$ cat config.mk
export PLATFORM = sky130hd
export DESIGN_NAME = pfc_ctrl
export DESIGN_NICKNAME = d
export VERILOG_FILES = /design/src/design/pfc_pkg.sv /design/src/design/pfc_seq_if.sv /design/src/design/pfc_ctrl.sv /design/src/design/pfc_seq.sv
export VERILOG_INCLUDE_DIRS = /design/src /design/src/design
export SDC_FILE = /design/constraint.sdc
export NUM_CORES = 1
export LEC_CHECK = 0
export ABC_CLOCK_PERIOD_IN_PS = 6250
export BUFFER_PORTS_ARGS = -buffer_cell sky130_fd_sc_hd__buf_4
export CORE_ASPECT_RATIO = 0.9
export CORE_MARGIN = 4
export CORE_UTILIZATION = 49
export CTS_BUF_LIST = sky130_fd_sc_hd__clkbuf_4 sky130_fd_sc_hd__clkbuf_8
export CTS_CLUSTER_SIZE = 30
export DETAILED_ROUTE_END_ITERATION = 6
export PLACE_DENSITY = 0.78
export SYNTH_ARGS = -nofsm -noshare
export SYNTH_HDL_FRONTEND = slang
export SYNTH_HIERARCHICAL = 1
export SYNTH_SLANG_ARGS = --single-unit
$ cat constraint.sdc
create_clock -name clk_sys -period 6.25 [get_ports clk_sys]
set_input_delay 1.25 -clock clk_sys [delete_from_list [all_inputs] [get_ports clk_sys]]
set_output_delay 1.25 -clock clk_sys [all_outputs]
set_load 0.02 [all_outputs]
$ cat src/design/pfc_cfg.svh
`ifndef PFC_CFG_SVH
`define PFC_CFG_SVH

// Software register offsets (byte addresses)
`define PFC_OFF_CTRL 8'h00
`define PFC_OFF_ADDR 8'h04
`define PFC_OFF_WDATA 8'h08
`define PFC_OFF_CMD 8'h0C
`define PFC_OFF_STATUS 8'h10
`define PFC_OFF_RDATA 8'h14
`define PFC_OFF_TIMING 8'h18

// Control register fields
`define PFC_CTRL_RESET_BIT 0
`define PFC_CTRL_WORD_BIT 1
`define PFC_CTRL_PEN_BIT 2
`define PFC_CTRL_RESET_VAL 3'h0

// Command register codes
`define PFC_CMD_READ 2'h1
`define PFC_CMD_WRITE 2'h2

// Status register fields
`define PFC_ST_BUSY_BIT 0
`define PFC_ST_DONE_BIT 1
`define PFC_ST_READY_BIT 2
`define PFC_ST_PULSE_BIT 3
`define PFC_ST_REFUSED_BIT 4

// Timing in ns at 20 ns clock
`define PFC_CLK_NS 20
`define PFC_T_STROBE_NS 100
`define PFC_T_SETUP_NS 40
`define PFC_T_HOLD_NS 40
`define PFC_T_WAKE_NS 220
`define PFC_CYC_STROBE ((`PFC_T_STROBE_NS + `PFC_CLK_NS - 1) / `PFC_CLK_NS)
`define PFC_CYC_SETUP ((`PFC_T_SETUP_NS + `PFC_CLK_NS - 1) / `PFC_CLK_NS)
`define PFC_CYC_HOLD ((`PFC_T_HOLD_NS + `PFC_CLK_NS - 1) / `PFC_CLK_NS)
`define PFC_CYC_WAKE ((`PFC_T_WAKE_NS + `PFC_CLK_NS - 1) / `PFC_CLK_NS)

`endif

$ cat src/design/pfc_pkg.sv
package pfc_pkg;
  typedef enum logic [1:0] {
    PFC_OP_NONE,
    PFC_OP_READ,
    PFC_OP_WRITE
  } pfc_op_t;
endpackage : pfc_pkg

$ cat src/design/pfc_seq_if.sv
`timescale 1ns/1ps
interface pfc_seq_if;
  import pfc_pkg::*;
  logic start;
  pfc_op_t op;
  logic [7:0] setup_cyc;
  logic [7:0] strobe_cyc;
  logic [7:0] hold_cyc;
  logic drive_ce;
  logic drive_oe;
  logic drive_we;
  logic drive_data;
  logic sample;
  logic busy;
  logic done;
  modport ctl (output start, op, setup_cyc, strobe_cyc, hold_cyc,
    input drive_ce, drive_oe, drive_we, drive_data, sample, busy, done);
  modport seq (input start, op, setup_cyc, strobe_cyc, hold_cyc,
    output drive_ce, drive_oe, drive_we, drive_data, sample, busy, done);
endinterface : pfc_seq_if

$ cat src/design/pfc_ctrl.sv
// The plain strobed port and the address map were decided locally.
`timescale 1ns/1ps
`include "pfc_cfg.svh"
module pfc_ctrl
  import pfc_pkg::*;
#(
  parameter int ADDR_MSB = 23,
  parameter logic [2:0] CE_ACTIVE = 3'h0,
  parameter logic [2:0] CE_IDLE = 3'h7
) (
  // Clock and reset
  input wire logic clk_sys,
  input wire logic rst,
  // Software register port
  input wire logic [7:0] reg_addr,
  input wire logic [31:0] reg_wdata,
  input wire logic reg_wr,
  input wire logic reg_rd,
  output logic [31:0] reg_rdata,
  // Flash address and strobes
  output logic [ADDR_MSB:1] flash_addr,
  output logic byte_lane_select,
  output logic [2:0] flash_ce,
  output logic flash_oe_n,
  output logic flash_we_n,
  output logic flash_byte_n,
  output logic reset_powerdown_n,
  output logic program_enable_level,
  // Flash data bus
  input wire logic [15:0] flash_dq_i,
  output logic [15:0] flash_dq_o,
  output logic [1:0] flash_dq_oe,
  // Indicator, open drain with pull-up
  input wire logic state_machine_indicator
);
  logic [2:0] ctrl_r;
  logic [ADDR_MSB:0] addr_r;
  logic [15:0] wdata_r;
  logic [15:0] rdata_r;
  logic [7:0] setup_r;
  logic [7:0] strobe_r;
  logic [7:0] hold_r;
  logic done_r;
  logic refused_r;
  logic pulse_r;
  logic ind_s1_r;
  logic ind_s2_r;
  logic ind_d_r;
  logic [7:0] wake_r;
  logic [31:0] rdout_nxt;
  logic word_mode;
  logic sample_d_r;
  logic stat_rd;
  logic [1:0] lane_en;
  logic [15:0] rd_lanes;

  pfc_seq_if sif ();

  pfc_seq u_seq (
    .clk_sys(clk_sys),
    .rst(rst),
    .sq(sif.seq)
  );

  function automatic logic hit(input logic [7:0] a, input logic [7:0] off);
    hit = (a == off);
  endfunction : hit

  assign word_mode = ctrl_r[`PFC_CTRL_WORD_BIT];

  // Status read clears the sticky flags
  assign stat_rd = reg_rd && hit(reg_addr, `PFC_OFF_STATUS);

  // Byte lanes: low lane always used, high lane only in word mode
  generate
    for (genvar gl = 0; gl < 2; gl++) begin : g_lane
      assign lane_en[gl] = (gl == 0) || word_mode;
      assign rd_lanes[gl*8 +: 8] = lane_en[gl] ? flash_dq_i[gl*8 +: 8] : 8'h00;
    end
  endgenerate

  // Control: reset line, width select, program enable
  always_ff @(posedge clk_sys or posedge rst) begin
    if (rst) begin
      ctrl_r <= `PFC_CTRL_RESET_VAL;
    end else if (reg_wr && hit(reg_addr, `PFC_OFF_CTRL)) begin
      ctrl_r <= reg_wdata[2:0];
    end
  end

  // Wake counter after releasing reset line
  always_ff @(posedge clk_sys or posedge rst) begin
    if (rst) begin
      wake_r <= 8'h00;
    end else if (!ctrl_r[`PFC_CTRL_RESET_BIT]) begin
      wake_r <= 8'(`PFC_CYC_WAKE);
    end else if (wake_r != 8'h00) begin
      wake_r <= wake_r - 8'h01;
    end
  end

  always_ff @(posedge clk_sys or posedge rst) begin
    if (rst) begin
      addr_r <= '0;
      wdata_r <= 16'h0000;
    end else if (reg_wr && !sif.busy) begin
      if (hit(reg_addr, `PFC_OFF_ADDR)) begin
        addr_r <= reg_wdata[ADDR_MSB:0];
      end
      if (hit(reg_addr, `PFC_OFF_WDATA)) begin
        wdata_r <= reg_wdata[15:0];
      end
    end
  end

  always_ff @(posedge clk_sys or posedge rst) begin
    if (rst) begin
      setup_r <= 8'(`PFC_CYC_SETUP);
      strobe_r <= 8'(`PFC_CYC_STROBE);
      hold_r <= 8'(`PFC_CYC_HOLD);
    end else if (reg_wr && hit(reg_addr, `PFC_OFF_TIMING)) begin
      setup_r <= (reg_wdata[7:0] == 8'h00) ? 8'h01 : reg_wdata[7:0];
      strobe_r <= (reg_wdata[15:8] == 8'h00) ? 8'h01 : reg_wdata[15:8];
      hold_r <= (reg_wdata[23:16] == 8'h00) ? 8'h01 : reg_wdata[23:16];
    end
  end

  // Command launch; commands refused while reset low or waking
  always_ff @(posedge clk_sys or posedge rst) begin
    if (rst) begin
      sif.start <= 1'b0;
      sif.op <= PFC_OP_NONE;
      refused_r <= 1'b0;
    end else begin
      sif.start <= 1'b0;
      if (reg_wr && hit(reg_addr, `PFC_OFF_CMD) && !sif.busy && !sif.start) begin
        if (!ctrl_r[`PFC_CTRL_RESET_BIT] || wake_r != 8'h00) begin
          refused_r <= 1'b1;
        end else if (reg_wdata[1:0] == `PFC_CMD_READ) begin
          sif.start <= 1'b1;
          sif.op <= PFC_OP_READ;
        end else if (reg_wdata[1:0] == `PFC_CMD_WRITE) begin
          sif.start <= 1'b1;
          sif.op <= PFC_OP_WRITE;
        end
      end else if (stat_rd) begin
        refused_r <= 1'b0;
      end
    end
  end

  assign sif.setup_cyc = setup_r;
  assign sif.strobe_cyc = strobe_r;
  assign sif.hold_cyc = hold_r;

  // Select and strobe pins
  always_ff @(posedge clk_sys or posedge rst) begin
    if (rst) begin
      flash_ce <= CE_IDLE;
      flash_oe_n <= 1'b1;
      flash_we_n <= 1'b1;
    end else begin
      flash_ce <= sif.drive_ce ? CE_ACTIVE : CE_IDLE;
      flash_oe_n <= !sif.drive_oe;
      flash_we_n <= !sif.drive_we;
    end
  end

  // Address pins
  always_ff @(posedge clk_sys or posedge rst) begin
    if (rst) begin
      flash_addr <= '0;
      byte_lane_select <= 1'b0;
    end else begin
      flash_addr <= addr_r[ADDR_MSB:1];
      byte_lane_select <= word_mode ? 1'b0 : addr_r[0];
    end
  end

  // Data pins; high lane only driven in word mode
  always_ff @(posedge clk_sys or posedge rst) begin
    if (rst) begin
      flash_dq_o <= 16'h0000;
      flash_dq_oe <= 2'h0;
    end else begin
      flash_dq_o <= wdata_r;
      flash_dq_oe <= lane_en & {2{sif.drive_data}};
    end
  end

  // Device mode pins
  always_ff @(posedge clk_sys or posedge rst) begin
    if (rst) begin
      flash_byte_n <= 1'b0;
      reset_powerdown_n <= 1'b0;
      program_enable_level <= 1'b0;
    end else begin
      flash_byte_n <= word_mode;
      reset_powerdown_n <= ctrl_r[`PFC_CTRL_RESET_BIT];
      program_enable_level <= ctrl_r[`PFC_CTRL_PEN_BIT];
    end
  end

  // Capture one edge after the last internal strobe cycle, while the
  // registered read enable still stands low on the pin
  always_ff @(posedge clk_sys or posedge rst) begin
    if (rst) begin
      sample_d_r <= 1'b0;
    end else begin
      sample_d_r <= sif.sample;
    end
  end

  // Read capture; high lane only meaningful in word mode
  always_ff @(posedge clk_sys or posedge rst) begin
    if (rst) begin
      rdata_r <= 16'h0000;
    end else if (sample_d_r) begin
      rdata_r <= rd_lanes;
    end
  end

  // Indicator synchroniser and pulse catch
  always_ff @(posedge clk_sys or posedge rst) begin
    if (rst) begin
      ind_s1_r <= 1'b1;
      ind_s2_r <= 1'b1;
      ind_d_r <= 1'b1;
    end else begin
      ind_s1_r <= state_machine_indicator;
      ind_s2_r <= ind_s1_r;
      ind_d_r <= ind_s2_r;
    end
  end

  always_ff @(posedge clk_sys or posedge rst) begin
    if (rst) begin
      pulse_r <= 1'b0;
      done_r <= 1'b0;
    end else begin
      // Set wins over read clear
      if (ind_d_r && !ind_s2_r) begin
        pulse_r <= 1'b1;
      end else if (stat_rd) begin
        pulse_r <= 1'b0;
      end
      if (sif.done) begin
        done_r <= 1'b1;
      end else if (stat_rd) begin
        done_r <= 1'b0;
      end
    end
  end

  always_comb begin
    rdout_nxt = 32'h0000_0000;
    if (hit(reg_addr, `PFC_OFF_CTRL)) begin
      rdout_nxt = {29'h0, ctrl_r};
    end else if (hit(reg_addr, `PFC_OFF_ADDR)) begin
      rdout_nxt = 32'(addr_r);
    end else if (hit(reg_addr, `PFC_OFF_WDATA)) begin
      rdout_nxt = {16'h0000, wdata_r};
    end else if (hit(reg_addr, `PFC_OFF_STATUS)) begin
      rdout_nxt[`PFC_ST_BUSY_BIT] = sif.busy || sif.start;
      rdout_nxt[`PFC_ST_DONE_BIT] = done_r;
      rdout_nxt[`PFC_ST_READY_BIT] = ind_s2_r;
      rdout_nxt[`PFC_ST_PULSE_BIT] = pulse_r;
      rdout_nxt[`PFC_ST_REFUSED_BIT] = refused_r;
    end else if (hit(reg_addr, `PFC_OFF_RDATA)) begin
      rdout_nxt = {16'h0000, rdata_r};
    end else if (hit(reg_addr, `PFC_OFF_TIMING)) begin
      rdout_nxt = {8'h00, hold_r, strobe_r, setup_r};
    end
  end

  always_ff @(posedge clk_sys or posedge rst) begin
    if (rst) begin
      reg_rdata <= 32'h0000_0000;
    end else if (reg_rd) begin
      reg_rdata <= rdout_nxt;
    end else begin
      reg_rdata <= 32'h0000_0000;
    end
  end
endmodule : pfc_ctrl

$ cat src/design/pfc_seq.sv
`timescale 1ns/1ps
module pfc_seq
  import pfc_pkg::*;
(
  // Clock and reset
  input wire logic clk_sys,
  input wire logic rst,
  // Control side
  pfc_seq_if.seq sq
);
  typedef enum logic [2:0] {S_IDLE, S_SETUP, S_STROBE, S_HOLD, S_DONE} pfc_sst_t;
  pfc_sst_t st_r;
  logic [7:0] cnt_r;
  pfc_op_t op_r;

  always_ff @(posedge clk_sys or posedge rst) begin
    if (rst) begin
      st_r <= S_IDLE;
      cnt_r <= 8'h00;
      op_r <= PFC_OP_NONE;
    end else begin
      unique case (st_r)
        S_IDLE: begin
          if (sq.start) begin
            op_r <= sq.op;
            cnt_r <= sq.setup_cyc;
            st_r <= S_SETUP;
          end
        end
        S_SETUP: begin
          if (cnt_r <= 8'h01) begin
            cnt_r <= sq.strobe_cyc;
            st_r <= S_STROBE;
          end else begin
            cnt_r <= cnt_r - 8'h01;
          end
        end
        S_STROBE: begin
          if (cnt_r <= 8'h01) begin
            cnt_r <= sq.hold_cyc;
            st_r <= S_HOLD;
          end else begin
            cnt_r <= cnt_r - 8'h01;
          end
        end
        S_HOLD: begin
          if (cnt_r <= 8'h01) begin
            st_r <= S_DONE;
          end else begin
            cnt_r <= cnt_r - 8'h01;
          end
        end
        S_DONE: st_r <= S_IDLE;
      endcase
    end
  end

  // Chip select spans setup, strobe and hold
  assign sq.drive_ce = (st_r == S_SETUP) || (st_r == S_STROBE) || (st_r == S_HOLD);
  assign sq.drive_oe = (op_r == PFC_OP_READ) && (st_r == S_STROBE);
  assign sq.drive_we = (op_r == PFC_OP_WRITE) && (st_r == S_STROBE);
  // Data held through hold after strobe rises
  assign sq.drive_data = (op_r == PFC_OP_WRITE) && sq.drive_ce;
  assign sq.sample = (op_r == PFC_OP_READ) && (st_r == S_STROBE) && (cnt_r <= 8'h01);
  assign sq.busy = (st_r != S_IDLE);
  assign sq.done = (st_r == S_DONE);
endmodule : pfc_seq

Word-level counts from Yosys, hierarchy flattened
Index checks and enable logic that the tools add are counted.
Storage, ports and cells
  bits in read-only memories: 0
  output and inout port bits: 82
  register bits: 196
  bits in latches: 0
  memories: 0
  bits of input ports: 61
  bits in writable memories: 0
Operators by class
  reduce and logical (&&, ||, !) cells: 41
  order comparisons: 1
  equal/unequal tests: 21
  multiply operators: 0
  divide/modulo/power cells: 0
  shifts and indexed selects: 0
  bitwise logic cells: 2
  add/subtract/negate cells: 2
  muxes and demuxes: 37
Operators with widths (count)
  2-to-1 mux 32 bit: 5
  2-to-1 mux 8 bit: 10
  logical NOT 8 bit: 4
  one-hot mux 8 bit (4 select lines): 1
  2-to-1 mux 27 bit: 1
  equality test 8 x 5 -> 1 bit (second input constant): 3
  2-to-1 mux 24 bit: 1
  equality test 8 x 4 -> 1 bit (second input constant): 2
  subtractor 8 x 1 -> 8 bit (second input constant): 2
  2-to-1 mux 3 bit: 5
  one-hot mux 3 bit (5 select lines): 1
  logical AND 1 bit: 12
  2-to-1 mux 1 bit: 10
  != test 2 x 1 -> 1 bit (second input constant): 5
  equality test 8 x 3 -> 1 bit (second input constant): 1
  <= comparator 8 x 1 -> 1 bit (second input constant): 1
  AND reduction 2 bit: 4
  nonzero test 2 bit: 4
  nonzero test 8 bit: 1
  equality test 3 x 2 -> 1 bit (second input constant): 2
  logical NOT 1 bit: 6
  AND reduction 3 bit: 2
  2-to-1 mux 5 bit: 1
  equality test 2 x 1 -> 1 bit (second input constant): 2
  other kinds (12): 18

Depth between registers and ports, before layout
  depth after elaboration: 8
  mapped depth: 8
  mapped depth without buffers: 7

Hierarchy
Netlist, hierarchy kept.
By module, submodules not included
  pfc_ctrl: area an instance 6774.0 sq um, seq. area each 4341.7 sq um, times used 1, cells each 507
  pfc_seq: area an instance 1118.6 sq um, seq. area each 325.3 sq um, times used 1, cells each 146

Worst setup path after synthesis
Ideal clock, no wire load.
  path type: input -> register
  start: input reg_addr[7]
  end: register sif.op[0]
  buffers on the path: 1
  required time: 6125 ps
  arrival: 2677 ps
  cell stages on the path: 5
  slack: 3448 ps
  cells stage by stage: or4_1 buf_2 nor4_4 nand4_2 mux2_4
On the way
  longest elaborated chain between the ends: 5
Ends and longest elaborated chain
  start, declared: line pfc_ctrl.sv:15  | input wire logic [7:0] reg_addr,
  equality test 8 x 4 -> 1 bit: line pfc_ctrl.sv:66  | hit = (a == off);
  logical AND 1 bit (3 in a row): line pfc_ctrl.sv:136  | if (reg_wr && hit(reg_addr, `PFC_OFF_CMD) && !sif.busy && !sif.start) begin
  AND reduction 3 bit (no line)
  end signal, assigned: line pfc_ctrl.sv:132  | sif.op <= PFC_OP_NONE;
  end signal, assigned: line pfc_ctrl.sv:141  | sif.op <= PFC_OP_READ;
  end signal, assigned: line pfc_ctrl.sv:144  | sif.op <= PFC_OP_WRITE;
  end, declared: line pfc_seq_if.sv:5  | pfc_op_t op;
No other way between the ends.
A chain may end at the register's enable or synchronous reset.

Worst setup path in the final report
  start: input reg_addr[7]
  end: register addr_r[15]
On the way
  longest elaborated chain between the ends: 2
Ends and longest elaborated chain
  equality test 8 x 3 -> 1 bit: line pfc_ctrl.sv:66
  AND reduction 2 bit (no line)
  end signal, assigned: line pfc_ctrl.sv:108  | addr_r <= reg_wdata[ADDR_MSB:0];
  end, declared: line pfc_ctrl.sv:37  | logic [ADDR_MSB:0] addr_r;
No other way between the ends.

==> results by group <==
GRT
  • Total grt overflow: 0
  • Largest net degree at the start of global routing: 75
  • Initial antenna violation count: 0
  • First-pass GRT wire length: 30400 um
  • Vias in the first global route: 5837
  • GR Util All Layers: 21.3%

Finish
  • Layout area overhead: 18.1%
  • Fill cells: 1269
  • Multi-input logic area: 0.00292 mm2
  • Antenna fix cells: 0
  • Finished Layout Cells: 983
  • Layout cells sized above 1: 32.8%
  • Total Nets Final: 835
  • Final design utilization: 59.8%
  • Reg area: 0.00467 mm2

Logic synthesis
  • Post-synth EDFFs: 0
  • Yosys top cell area share: 55.8%
  • Cell taking the most area after synthesis: dfrtp_1
  • Cells after Synth: 653
  • Asr flop ratio synth: 100%
  • Post-synthesis instance area: 0.00789 mm2
  • Post-synthesis sequential area ratio: 59.1%
  • Synth warn: 6
  • Synthesis-stage register bit count: 186
  • Ys flop type: dfrtp_1
  • Syn_area_per_cell: 12.1 um2
  • Synth top area cells: dfrtp_1 56%, mux2_2 9.4%, dfstp_2 3.3%
  • Netlist cell types: 68

Routing
  • DRT iter0 DRCs: 434
  • Drt via density: 5.74
  • Drt drc: 0
  • Wire per inst: 19.6 um
  • Via Count: 5646
  • Drt total wl: 19300 um
  • Pre-antenna DRT Iters: 5
  • ANT nets after route: 0

Critical path
  • Largest stage delay on the critical path: 0.90 ns
  • Nature of the critical path startpoint: input port
  • FF-to-FF Start: u_seq/cnt_r[0]
  • Worst R2R Path Depth: 7
  • Crit path max fanout: 24
  • WP data required: 6.59 ns
  • Crit-path cells: buf_4 > or4_1 > nor2_4 > nand2_2 > mux2_1
  • Crit path max-delay family: simple AND/OR/NAND/NOR gates
  • Crit path buf inv count: 1
  • CP Launch Point: reg_addr[7]
  • Worst EP arrival: 3.49 ns
  • Crit path kind: in2reg
  • Slowest cell on crit path: or4_1
  • Crit path capture type: register
  • Worst flop-to-flop path endpoint: u_seq/cnt_r[4]
  • R2R Setup Slk: 3.59 ns

Clock network
  • Setup Fix Bufs, Post-CTS: 0
  • Clock Tree Buf Depth: 2
  • Num CTS Buffers: 17
  • PostCTS Resize Cnt: 0
  • Clk root buf: clkbuf_8
  • Hold bufs inserted after CTS: 0
  • Clock sinks: 186
  • CTS tree: yes
  • Clk Latency, worst-skew pair: 0.47 ns
  • H-tree Lvls: 4
  • Clock-pin slew on the worst setup and hold paths: 0.09 ns

STA
  • Sum Neg Setup Slack: 0 ns
  • Max-slew violations: 0
  • Hold Vio Cnt, Final: 0
  • Worst slew pin tran: 1.11 ns
  • Clk_skew: 0.0152 ns
  • Worst hold slack: 0.359 ns
  • Slew margin rel.: 26.0%
  • RSZ-0062 raised after global routing: no
  • Tcrit/Tclk final: 50.4%
  • Fmax: 317 MHz
  • Fin crit period: 3.15 ns
  • Setup Viol. Count Final: 0

Worst hold path
  • Hold crit path type: reg2reg
  • Hold Crit Start: ind_s1_r
  • Hold Path Sink: ind_s2_r
  • Number of cells on the worst hold path: 0

Floorplan
  • # IOs: 143
  • Die extent in x: 142 um
  • Die area: 0.0182 mm2
  • Die Y: 128 um
  • Core Box Area: 0.0156 mm2
  • Initial Utilization: 50.6%
  • # rows: 43

Power and ir drop
  • Leak: 4.63 nW
  • Pwr/cell area: 292 mW/mm2
  • Max IR drop VDD: 0.190 mV

Placement
  • # placed instances: 951
  • DP HPWL: 13700 um
  • Port Buffers: 126
  • Placer's final routability congestion estimate: 0.906

Run status
  • Outcome: complete, no violations

Job
  • Max cap viols: 0
state kept, by name (all words and copies together), names as in the netlist, 16 cells and up:
name and count:
addr_r 24, reg_rdata 24, flash_addr 23, flash_dq_o 16, rdata_r 16, wdata_r 16
power breakdown:
group	internal, mW	leakage, nW	switching, mW
clock	0.342	0.195	0.442
combinational	0.226	1.99	0.337
sequential	1.28	2.45	0.0960
total	1.85	4.63	0.875
worst max-delay path by stage:
stage	end	slack, ns	cells after the start
after floorplan	addr_r[0]	0.33	1
after global placement	addr_r[15]	2.69	5
after detailed placement	addr_r[15]	2.63	5
after CTS	addr_r[15]	3.12	5
after global routing	addr_r[16]	3.09	5
final	addr_r[15]	3.10	5
metrics by stage:
stage | worst slack (ns) | power (mW) | instance area, um2
floorplan | 0.328 | 1.78 | 7920
global placement | 2.69 | 1.93 | 8930
detailed placement | 2.63 | 1.95 | 8930
CTS | 3.12 | 2.73 | 9320
global route | 3.09 | 2.86 | 9320
finish | 3.10 | 2.72 | 9320
cell usage after synthesis, types with 3 or more instances:
cell	n
mux2_1	3
a21o_1	3
a22oi_1	26
inv_1	29
nor3_1	12
buf_2	4
and2_1	11
nor4b_1	3
ha_1	6
mux2i_1	8
dfstp_2	10
nand2b_1	9
buf_1	3
o2111ai_1	4
nand4_1	4
a22o_1	3
nor2_1	28
nor4b_2	3
buf_6	3
nor4_1	5
dfrtp_1	176
o211a_1	12
a21oi_1	29
nor2b_1	9
clkbuf_1	21
o211ai_1	5
o21ai_0	31
buf_4	10
mux2_2	66
xnor2_1	5
nand2_1	41
o22ai_1	12
nand3_1	7
or3_1	3
nor3b_1	4
cell usage in the layout, fill, tap and decap left out, types with 4 or more instances in the layout:
master / instances
a21oi_1: 29
a22oi_1: 26
and2_1: 11
buf_4: 130
clkbuf_8: 18
conb_1: 8
dfrtp_1: 176
dfstp_2: 10
ha_1: 6
inv_1: 28
inv_6: 6
mux2_2: 66
mux2i_1: 8
nand2_1: 41
nand2b_1: 9
nand3_1: 7
nand4_1: 4
nor2_1: 28
nor2b_1: 9
nor3_1: 12
nor3b_1: 4
nor4_1: 5
o2111ai_1: 4
o211a_1: 12
o211ai_1: 5
o21ai_0: 31
o22ai_1: 12
xnor2_1: 5
cells by family after synthesis:
family	count (synthesis)	synth area share, %
XOR/XNOR	6	0.666
flip-flops	186	59.1
buffers and inverters	72	4.25
AO/OA/AOI/OAI	148	12.7
multiplexers	78	11.0
other	1	0.0475
AND/OR/NAND/NOR	155	11.0
adder cells (fa/ha/maj)	7	1.09
layout make-up:
cell class / count / share of cell area (%)
sequential: 186 / 50.1
multi-input combinational: 402 / 31.3
timing repair buffer: 130 / 10.5
clock buffer: 19 / 2.74
tap: 202 / 2.71
clock inverter: 13 / 1.44
inverter: 31 / 1.30
metal layers:
| metal | vias up | part of all wire [%] | track usage [%] |
|---|---|---|---|
| met4 | 0 | 2.0 | 7.79 |
| met3 | 35 | 7.0 | 5.31 |
| met2 | 228 | 49 | 34.0 |
| met1 | 2826 | 43 | 28.8 |
| li1 | 2557 | - | - |
| met5 | - | 0 | 0 |
No activity file was read; power rests on OpenSTA's default activity.
